$ cat config.mk
export PLATFORM = sky130hd
export DESIGN_NAME = sector_flash_host
export DESIGN_NICKNAME = d
export VERILOG_FILES = /design/src/design/sector_flash_host.v
export VERILOG_INCLUDE_DIRS = /design/src /design/src/design
export SDC_FILE = /design/constraint.sdc
export NUM_CORES = 1
export LEC_CHECK = 0
export CORE_ASPECT_RATIO = 2
export CORE_MARGIN = 1
export CORE_UTILIZATION = 30
export DETAILED_ROUTE_END_ITERATION = 10
export DONT_BUFFER_PORTS = 1
export PLACE_DENSITY_LB_ADDON = 0.08
export SYNTH_ARGS = -nofsm -noshare
export SYNTH_HDL_FRONTEND = slang
export SYNTH_SLANG_ARGS = --single-unit
$ cat constraint.sdc
create_clock -name clk -period 5.8 [get_ports clk]
set_clock_uncertainty 0.05 [all_clocks]
set_input_delay 0.29 -clock clk [delete_from_list [all_inputs] [get_ports clk]]
set_output_delay 0.29 -clock clk [all_outputs]
set_load 0.01 [all_outputs]
$ cat src/design/sector_flash_host_defines.vh
// constants for the parallel sector flash host controller
// assumes a 50 MHz system clock
`ifndef SECTOR_FLASH_HOST_DEFINES_VH
`define SECTOR_FLASH_HOST_DEFINES_VH
`define CLK_PERIOD_NS 20
`define LOAD_GAP_US 150
// longest gap, rounded down, with margin: 100 us used as target
`define LOAD_GAP_SAFE_US 100
`define LOAD_GAP_CYC ((`LOAD_GAP_SAFE_US * 1000) / `CLK_PERIOD_NS)
`define SECTOR_CYCLE_MS 10
`define SECTOR_CYCLE_CYC ((`SECTOR_CYCLE_MS * 1000000) / `CLK_PERIOD_NS)
`define POWER_ON_MS 5
`define POWER_ON_CYC ((`POWER_ON_MS * 1000000) / `CLK_PERIOD_NS)
// quiet time after the last byte so the flash closes its load window: 160 us at 20 ns
`define LOAD_END_CYC 24'h00_1F40
// strobe low time, comfortably above the 15 ns noise filter
`define STROBE_LOW_CYC 24'h00_0004
`define STROBE_SETUP_CYC 24'h00_0001
`define READ_WAIT_CYC 24'h00_0005
`define SECTOR_BYTES 256
`define BYTE_ADDR_W 8
`define SECTOR_ADDR_W 10
`define POLL_BIT 7
`define TOGGLE_BIT 6
`define GUARD_CMD_COUNT 3
`endif

$ cat src/design/sector_flash_host.v
// host controller driving a 256K x 8 sector flash on its parallel pins
// assumes one 50 MHz clock; flash pins need not share it, data pins are synchronised
`default_nettype none
`include "sector_flash_host_defines.vh"
module sector_flash_host #(
   parameter GUARD_ADDR0 = 18'h0_5555,
   parameter GUARD_ADDR1 = 18'h0_2AAA,
   parameter GUARD_ADDR2 = 18'h0_5555,
   parameter GUARD_DATA0 = 8'hAA,
   parameter GUARD_DATA1 = 8'h55,
   parameter GUARD_DATA2 = 8'hA0,
   parameter POWER_ON_CYC = `POWER_ON_CYC,
   parameter CYCLE_CYC = `SECTOR_CYCLE_CYC
) (
   // clock and reset
   input wire clk,
   input wire sys_rst,
   // user command port
   input wire rd_req,
   input wire prog_req,
   input wire guard_on,
   input wire [17:0] user_addr,
   input wire [`SECTOR_ADDR_W-1:0] sector_addr,
   input wire [7:0] fill_data,
   output reg busy_ff,
   output reg done_ff,
   output reg timeout_ff,
   output reg [7:0] rd_data_ff,
   // sector data source, one byte per offset
   output reg [`BYTE_ADDR_W-1:0] fill_idx_ff,
   // flash pins
   output reg [17:0] fl_addr_ff,
   output reg fl_ce_n_ff,
   output reg fl_oe_n_ff,
   output reg fl_we_n_ff,
   input wire [7:0] fl_dq_in,
   output reg [7:0] fl_dq_out_ff,
   output reg fl_dq_oe_ff
);
   // ****************************************************
   // state machine
   // ****************************************************
   localparam [8:0] ST_PWR = 9'h001;
   localparam [8:0] ST_IDLE = 9'h002;
   localparam [8:0] ST_RD = 9'h004;
   localparam [8:0] ST_LSET = 9'h008;
   localparam [8:0] ST_LLOW = 9'h010;
   localparam [8:0] ST_LHIGH = 9'h020;
   localparam [8:0] ST_GAP = 9'h040;
   localparam [8:0] ST_POLL = 9'h080;
   localparam [8:0] ST_PGAP = 9'h100;

   reg [8:0] state_ff;
   reg [23:0] cnt_ff;
   reg [23:0] cyc_ff;
   reg [1:0] cmd_ff;
   reg in_cmd_ff;
   reg [7:0] last_ff;
   reg [7:0] dq_s1_ff;
   reg [7:0] dq_s2_ff;

   // data pins come from the flash's own timing domain
   always @(posedge clk or posedge sys_rst) begin
      if (sys_rst) begin
         dq_s1_ff <= 8'h00;
         dq_s2_ff <= 8'h00;
      end else begin
         dq_s1_ff <= fl_dq_in;
         dq_s2_ff <= dq_s1_ff;
      end
   end

   // ****************************************************
   // sequencer
   // ****************************************************
   always @(posedge clk or posedge sys_rst) begin
      if (sys_rst) begin
         state_ff <= ST_PWR;
         cnt_ff <= 24'h00_0000;
         cyc_ff <= 24'h00_0000;
         cmd_ff <= 2'h0;
         in_cmd_ff <= 1'b0;
         last_ff <= 8'h00;
         busy_ff <= 1'b1;
         done_ff <= 1'b0;
         timeout_ff <= 1'b0;
         rd_data_ff <= 8'h00;
         fill_idx_ff <= 8'h00;
         fl_addr_ff <= 18'h0_0000;
         fl_ce_n_ff <= 1'b1;
         fl_oe_n_ff <= 1'b1;
         fl_we_n_ff <= 1'b1;
         fl_dq_out_ff <= 8'h00;
         fl_dq_oe_ff <= 1'b0;
      end else begin
         done_ff <= 1'b0;
         cnt_ff <= cnt_ff + 24'h00_0001;
         case (state_ff)
            ST_PWR: begin
               // hold off programming until the flash's power on delay is over
               if ({8'h00, cnt_ff} >= POWER_ON_CYC) begin
                  state_ff <= ST_IDLE;
                  busy_ff <= 1'b0;
               end
            end
            ST_IDLE: begin
               cnt_ff <= 24'h00_0000;
               fl_oe_n_ff <= 1'b1;
               fl_ce_n_ff <= 1'b1;
               if (rd_req) begin
                  busy_ff <= 1'b1;
                  fl_addr_ff <= user_addr;
                  fl_ce_n_ff <= 1'b0;
                  fl_oe_n_ff <= 1'b0;
                  state_ff <= ST_RD;
               end else if (prog_req) begin
                  busy_ff <= 1'b1;
                  timeout_ff <= 1'b0;
                  in_cmd_ff <= guard_on;
                  cmd_ff <= 2'h0;
                  fill_idx_ff <= 8'h00;
                  state_ff <= ST_LSET;
               end
            end
            ST_RD: begin
               if (cnt_ff == `READ_WAIT_CYC) begin
                  rd_data_ff <= dq_s2_ff;
                  fl_ce_n_ff <= 1'b1;
                  fl_oe_n_ff <= 1'b1;
                  busy_ff <= 1'b0;
                  done_ff <= 1'b1;
                  state_ff <= ST_IDLE;
               end
            end
            ST_LSET: begin
               // drive address and data before the falling strobe edge
               if (in_cmd_ff) begin
                  case (cmd_ff)
                     2'h0: begin
                        fl_addr_ff <= GUARD_ADDR0;
                        fl_dq_out_ff <= GUARD_DATA0;
                     end
                     2'h1: begin
                        fl_addr_ff <= GUARD_ADDR1;
                        fl_dq_out_ff <= GUARD_DATA1;
                     end
                     default: begin
                        fl_addr_ff <= GUARD_ADDR2;
                        fl_dq_out_ff <= GUARD_DATA2;
                     end
                  endcase
               end else begin
                  fl_addr_ff <= {sector_addr, fill_idx_ff};
                  fl_dq_out_ff <= fill_data;
                  last_ff <= fill_data;
               end
               fl_dq_oe_ff <= 1'b1;
               fl_oe_n_ff <= 1'b1;
               fl_ce_n_ff <= 1'b0;
               cnt_ff <= 24'h00_0000;
               state_ff <= ST_LLOW;
            end
            ST_LLOW: begin
               fl_we_n_ff <= 1'b0;
               if (cnt_ff == `STROBE_LOW_CYC) begin
                  fl_we_n_ff <= 1'b1;
                  cnt_ff <= 24'h00_0000;
                  state_ff <= ST_LHIGH;
               end
            end
            ST_LHIGH: begin
               if (cnt_ff == `STROBE_SETUP_CYC) begin
                  fl_ce_n_ff <= 1'b1;
                  fl_dq_oe_ff <= 1'b0;
                  if (in_cmd_ff) begin
                     cmd_ff <= cmd_ff + 2'h1;
                     if (cmd_ff == 2'h2) begin
                        in_cmd_ff <= 1'b0;
                     end
                     state_ff <= ST_LSET;
                  end else if (fill_idx_ff == 8'hFF) begin
                     // whole sector loaded; flash programs after its load gap
                     cnt_ff <= 24'h00_0000;
                     state_ff <= ST_GAP;
                  end else begin
                     fill_idx_ff <= fill_idx_ff + 8'h01;
                     state_ff <= ST_LSET;
                  end
               end
            end
            ST_GAP: begin
               // wait out the load window so programming begins, no strobes meanwhile
               if (cnt_ff >= `LOAD_END_CYC) begin
                  cyc_ff <= 24'h00_0000;
                  cnt_ff <= 24'h00_0000;
                  fl_addr_ff <= {sector_addr, 8'hFF};
                  state_ff <= ST_POLL;
               end
            end
            ST_POLL: begin
               cyc_ff <= cyc_ff + 24'h00_0001;
               fl_ce_n_ff <= 1'b0;
               fl_oe_n_ff <= 1'b0;
               if (cnt_ff == `READ_WAIT_CYC) begin
                  fl_ce_n_ff <= 1'b1;
                  fl_oe_n_ff <= 1'b1;
                  cnt_ff <= 24'h00_0000;
                  if (dq_s2_ff[`POLL_BIT] == last_ff[`POLL_BIT]) begin
                     busy_ff <= 1'b0;
                     done_ff <= 1'b1;
                     state_ff <= ST_IDLE;
                  end else if ({8'h00, cyc_ff} >= CYCLE_CYC) begin
                     timeout_ff <= 1'b1;
                     busy_ff <= 1'b0;
                     done_ff <= 1'b1;
                     state_ff <= ST_IDLE;
                  end else begin
                     state_ff <= ST_PGAP;
                  end
               end
            end
            ST_PGAP: begin
               cyc_ff <= cyc_ff + 24'h00_0001;
               if (cnt_ff == `READ_WAIT_CYC) begin
                  cnt_ff <= 24'h00_0000;
                  state_ff <= ST_POLL;
               end
            end
            default: begin
               state_ff <= ST_IDLE;
            end
         endcase
      end
   end
endmodule // sector_flash_host
`default_nettype wire

======== Word-level counts from Yosys, hierarchy flattened ========
Cells that the tools add are included.
operators by class
  muxes and demuxes ....................... 74
  eq/ne operators ......................... 33
  add/sub/neg operators ................... 4
  bitwise logic cells ..................... 1
  $lt $le $gt $ge ......................... 3
  reductions and logical operators ........ 24
operators with widths
  operator                                                                               number
  24-bit two-way mux                                                                     7
  24-bit case mux with 5 select lines                                                    1
  9-bit two-way mux                                                                      11
  9-bit case mux with 9 select lines                                                     1
  18-bit two-way mux                                                                     3
  18-bit case mux with 3 select lines                                                    1
  24-bit by 1-bit adder with 24-bit output, second input constant                        2
  24-bit by 3-bit equality test with 1-bit output, second input constant                 2
  8-bit two-way mux                                                                      6
  24-bit case mux with 2 select lines                                                    1
  8-bit case mux with 2 select lines                                                     2
  2-bit inequality test, second input constant                                           15
  1-bit two-way mux                                                                      26
  24-bit by 1-bit equality test with 1-bit output, second input constant                 1
  24-bit by 13-bit greater-or-equal comparator with 1-bit output, second input constant  1
  24-bit by 18-bit greater-or-equal comparator with 1-bit output, second input constant  1
  24-bit by 19-bit greater-or-equal comparator with 1-bit output, second input constant  1
  6-bit AND reduction                                                                    3
  15-bit two-way mux                                                                     1
  7-bit two-way mux                                                                      2
  2-bit AND reduction                                                                    5
  9-bit by 1-bit equality test with 1-bit output, second input constant                  1
  9-bit by 2-bit equality test with 1-bit output, second input constant                  1
  9-bit by 3-bit equality test with 1-bit output, second input constant                  1
  other kinds (29)                                                                       43
word-level totals
  bits of input ports ..................... 49
  register bits after elaboration ......... 133
  output and inout port bits .............. 49
  word-level logic and storage cells ...... 158

======== Longest topological paths before layout ========
  word-level depth ........................ 5
  depth in mapped cells ................... 10
  mapped depth without buffers ............ 8

======== Worst setup path after synthesis ========
OpenSTA, ideal clock, no wires.
  kind .................................... register to register
  from .................................... register cnt_ff[7]
  to ...................................... register cnt_ff[20]
  library setup time ...................... 0.119 ns
  required time ........................... 5.631 ns
  arrival ................................. 2.472 ns
  buffers on the path ..................... 2
  cell stages (with the launch flop) ...... 9
  setup slack ............................. 3.159 ns
  period minus slack after synthesis ...... 2.641 ns
  cells stage by stage .................... dfrtp_1 or4_4 nor3_4 nand4_2 a2111o_1 nor4bb_1 buf_4 buf_12 nor2_2
between the ends
  cells in the longest elaborated chain, start to end .. 5
  elaborated cells between the ends (all ways) .. 12
  classes of those cells .................. add/sub: 1; order compare: 1; eq/ne: 3; mux: 7
RTL lines
  what                                      RTL line                 RTL
  from (decl)                               sector_flash_host.v:54   reg [23:0] cnt_ff;
  from (signal assigned)                    sector_flash_host.v:97   cnt_ff <= cnt_ff + 24'h00_0001;
  24-bit by 1-bit adder with 24-bit output  sector_flash_host.v:97
  24-bit two-way mux                        sector_flash_host.v:181  end else if (fill_idx_ff == 8'hFF) begin
  24-bit two-way mux                        sector_flash_host.v:175  if (in_cmd_ff) begin
  24-bit two-way mux                        sector_flash_host.v:172  if (cnt_ff == `STROBE_SETUP_CYC) begin
  24-bit case mux with 5 select lines *     sector_flash_host.v:98   case (state_ff)
Every way passes the cells marked *; elsewhere a longest branch is shown, timed or not.
A chain may end at the register's enable or synchronous reset.

======== Worst setup path in the final report ========
  from .................................... register state_ff[1]
  to ...................................... register fl_addr_ff[6]
between the ends
  cells in the longest elaborated chain, start to end .. 3
  elaborated cells between the ends (all ways) .. 8
  classes of those cells .................. eq/ne: 5; mux: 1; reduce/logical: 2
RTL lines
  what                                                                          RTL line                 RTL
  from (decl)                                                                   sector_flash_host.v:53   reg [8:0] state_ff;
  from (signal assigned)                                                        sector_flash_host.v:78   state_ff <= ST_PWR;
  from (signal assigned)                                                        sector_flash_host.v:102  state_ff <= ST_IDLE;
  from (signal assigned)                                                        sector_flash_host.v:115  state_ff <= ST_RD;
  9-bit by 7-bit equality test with 1-bit output (tied with other cells)        sector_flash_host.v:98
  2-bit inequality test (no source line) or 3-bit nonzero test (tied branches)  -
  3-bit AND reduction (no source line)                                          -
  to (signal assigned)                                                          sector_flash_host.v:112  fl_addr_ff <= user_addr;
  to (signal assigned)                                                          sector_flash_host.v:153  fl_addr_ff <= {sector_addr, fill_idx_ff};
  to (signal assigned)                                                          sector_flash_host.v:196  fl_addr_ff <= {sector_addr, 8'hFF};
  to (decl)                                                                     sector_flash_host.v:32   output reg [17:0] fl_addr_ff,
Parallel ways exist; a longest one is shown, timed or not.

==> flow_metrics.py <==
metrics = {
    "status": {
        "outcome": "finished clean",
    },
    "clocking": {
        "cts_buffers": 17,
        "cts_root_buffer": "clkbuf_16",
        "hold_buffers": 12,
        "cts_tree": "yes",
        "htreeDepth": 4,
        "cts_setup_buffers": 0,
        "insertion_delay_ns": 0.42,
        "clk_pin_slew_worst_paths_ns": 0.06,
        "cts.sinks": 126,
        "cts_resized": 0,
        "clockBufferDepth": 2,
    },
    "sta": {
        "post-route-period-util_pct": 56.7,
        "slew_violations": 0,
        "post-route-min-period_ns": 3.29,
        "tightest_slew_ns": 1.14,
        "fin_setup_tns_ns": 0,
        "rsz0062_at_grt": "no",
        "fmax_mhz": 304,
        "setup_viol": 0,
        "timing.final.ws_setup_ns": 2.51,
        "hold_violations": 0,
        "hold_slack_ns": 0.0235,
        "slew_headroom_pct": 24.1,
    },
    "pwr": {
        "power_density_nw_per_um2": 421,
        "cellLeakagePower_nw": 3.09,
        "p_total_mw": 3.07,
        "irDropWorstVdd_mv": 0.176,
    },
    "worst_setup_path": {
        "cp_top_family": "simple AND/OR/NAND/NOR gates",
        "cp_slowest_cell": "nand3_1",
        "slowest_delay_ns": 0.79,
        "path_cells": "nor4_1, buf_4, nand4b_1, or4_1, nand3_1, a21oi_1, a21o_1",
        "critical_path_arrival_ns": 3.54,
        "start_kind": "register",
        "timing.reg2reg.setup_slack_ns": 2.51,
        "worstPathRequired_ns": 6.05,
        "worstSetupPathType": "register to register",
        "worstPathMaxFanout": 36,
        "crit_buf_inv": 1,
        "endpoint_kind": "register",
    },
    "routing": {
        "drt_pre_antenna_iters": 4,
        "vias_per_cell": 5.31,
        "drc": 0,
        "antenna_left": 0,
        "via_count": 5072,
        "wirelength_mm": 17.7,
        "routedWlPerCell_um": 18.5,
        "drt_iter0_markers": 287,
    },
    "floorplan": {
        "ios": 98,
        "core_um2": 20800,
        "dieArea_um2": 21800,
        "die_h_um": 208,
        "fp-row-count": 75,
        "die_x_um": 105,
        "initial_core_util_pct": 30.5,
    },
    "place": {
        "gp_congestion": 0.854,
        "placed_area_um2": 6620,
        "dp_slack_ns": 2.47,
        "port_buffers": 0,
        "dp_hpwl_mm": 12.8,
    },
    "min_path": {
        "hold_path.class": "input pin to register",
    },
    "global_routing": {
        "met2_usage_pct": 31.4,
        "gr-usage-all-layers_pct": 17.0,
        "grt_pass1_wl_mm": 28.2,
        "grt_remaining_overflow": 0,
        "met1_usage_pct": 17.5,
        "antenna_found_initial": 0,
        "grt_pass1_vias": 5109,
        "grt_max_degree": 67,
        "grt_use_met3_pct": 4.02,
        "top_usage_layer": "met2",
    },
    "synthesis": {
        "postSynthCellCount": 666,
        "ys_seq_area_share_pct": 49.7,
        "syn-num-nets": 725,
        "synth_edf_count": 0,
        "ys.flop_type": "dfrtp_1",
        "synth_warnings": 0,
        "syn_area_um2": 6360,
        "async_flop_share_pct": 100,
        "ys_types": 59,
        "ys_ff_latch": 126,
        "postSynthAreaPerCell_um2": 9.55,
    },
    "final_layout": {
        "stdcell_area_um2": 7300,
        "diodes": 0,
        "area_delta_synth_final_pct": 14.9,
        "layout-drive-gt1-share_pct": 11.2,
        "fin_nets": 732,
    },
    "job": {
        "cap_violations": 0,
    },
}
logic make-up (layout without fill, tap and decap cells):
| family | count (synthesis) | after routing | synth area share, % |
|---|---|---|---|
| adder cells (fa/ha/maj) | 10 | 10 | 1.97 |
| AO/OA/AOI/OAI | 144 | 144 | 13.9 |
| multiplexers | 13 | 13 | 2.24 |
| XOR/XNOR | 36 | 36 | 4.96 |
| buffers and inverters | 51 | 71 | 3.56 |
| AND/OR/NAND/NOR | 286 | 286 | 23.6 |
| flip-flops | 126 | 126 | 49.7 |
cell usage in the layout, fill, tap and decap left out, types with 11 or more instances in the layout:
cell | netlist | routed
xor2_1 | 16 | 16
dfrtp_1 | 121 | 121
nor4_1 | 19 | 18
nand2_1 | 75 | 75
nor3_1 | 11 | 11
and3_1 | 11 | 11
nand4_1 | 15 | 15
inv_1 | 20 | 19
dlygate4sd3_1 | 0 | 12
clkbuf_16 | 0 | 17
xnor2_1 | 20 | 20
nor2_1 | 67 | 67
a21oi_1 | 22 | 22
nand3_1 | 27 | 27
o21ai_0 | 65 | 65
cells in the mapped netlist (all sizes together) (4+ instances only):
cell type,n,area share (%)
nand4,16,1.7
and4b,5,0.79
nand4b,5,0.69
or4,6,0.77
a21boi,5,0.59
a221oi,8,1.1
dfrtp,121,48
a31oi,5,0.49
nor2b,4,0.39
clkbuf,25,1.5
mux2,10,1.8
buf,6,0.91
a211oi,9,1.1
nand2,75,4.4
and2,5,0.49
nor3,12,1.1
and4,7,1.0
or3,5,0.49
ha,10,2.0
o21ai,65,5.1
a22oi,4,0.47
xnor2,20,2.8
xor2,16,2.2
nand3,27,2.1
a21o,4,0.47
o31ai,7,0.83
nor4,20,2.2
nor2,77,4.9
dfstp,5,2.1
and3,11,1.1
a21oi,22,1.7
inv,20,1.2
report_power, final:
group / total [mW] / internal (mW) / switching, mW
combinational: 0.747 / 0.272 / 0.475
sequential: 1.29 / 1.06 / 0.224
clock: 1.04 / 0.595 / 0.442
cell type report:
cell class | instances | area (µm²)
repair buffers | 19 | 173
multi-input cells | 489 | 2990
clock inverters | 15 | 138
inverters | 20 | 77.6
well taps | 269 | 337
flip-flops and latches | 126 | 3160
clock buffers | 17 | 425
fillers | 2153 | 13500
worst register-to-register path, stage by stage, from the launching register on:
cell,delay [ns]
dfrtp_1,0.42
nor4_1,0.27
buf_4,0.22
nand4b_1,0.43
or4_1,0.66
nand3_1,0.79
a21oi_1,0.11
a21o_1,0.21
per-layer routing:
| layer | vias to the layer above | part of all wire, % |
|---|---|---|
| li1 | 2419 | - |
| met1 | 2459 | 36 |
| met2 | 161 | 55 |
| met3 | 33 | 5.0 |
| met4 | 0 | 3.7 |
| met5 | - | 0 |
registers in the layout (all words and copies together), names as in the netlist:
signal,cells
fl_oe_n_ff,1
rd_data_ff,8
fl_addr_ff,18
dq_s2_ff,8
cnt_ff,24
timeout_ff,1
in_cmd_ff,1
fl_dq_oe_ff,1
busy_ff,1
fl_dq_out_ff,8
fl_we_n_ff,1
cyc_ff,24
done_ff,1
cmd_ff,2
last_ff,1
state_ff,9
fill_idx_ff,8
dq_s1_ff,8
fl_ce_n_ff,1
final timing paths:
check                                   to          from  cells past startpoint
setup / recovery             fl_addr_ff[6]   state_ff[1]                      7
hold / removal             fl_dq_out_ff[5]  fill_data[5]                      2
setup reg to reg             fl_addr_ff[6]   state_ff[1]                      7
hold reg to reg                dq_s2_ff[7]   dq_s1_ff[7]                      0
max in group asynchronous       cnt_ff[12]       sys_rst                      3
min in group asynchronous          done_ff       sys_rst                      2
through the flow:
step           std cells  utilization [%]
3_3_place_gp         911             31.8
6_report             955             35.1
5_1_grt              955             35.1
3_5_place_dp         911             31.8
2_1_floorplan        666                -
4_1_cts              955             35.1
(Power assumes the default switching activity.)
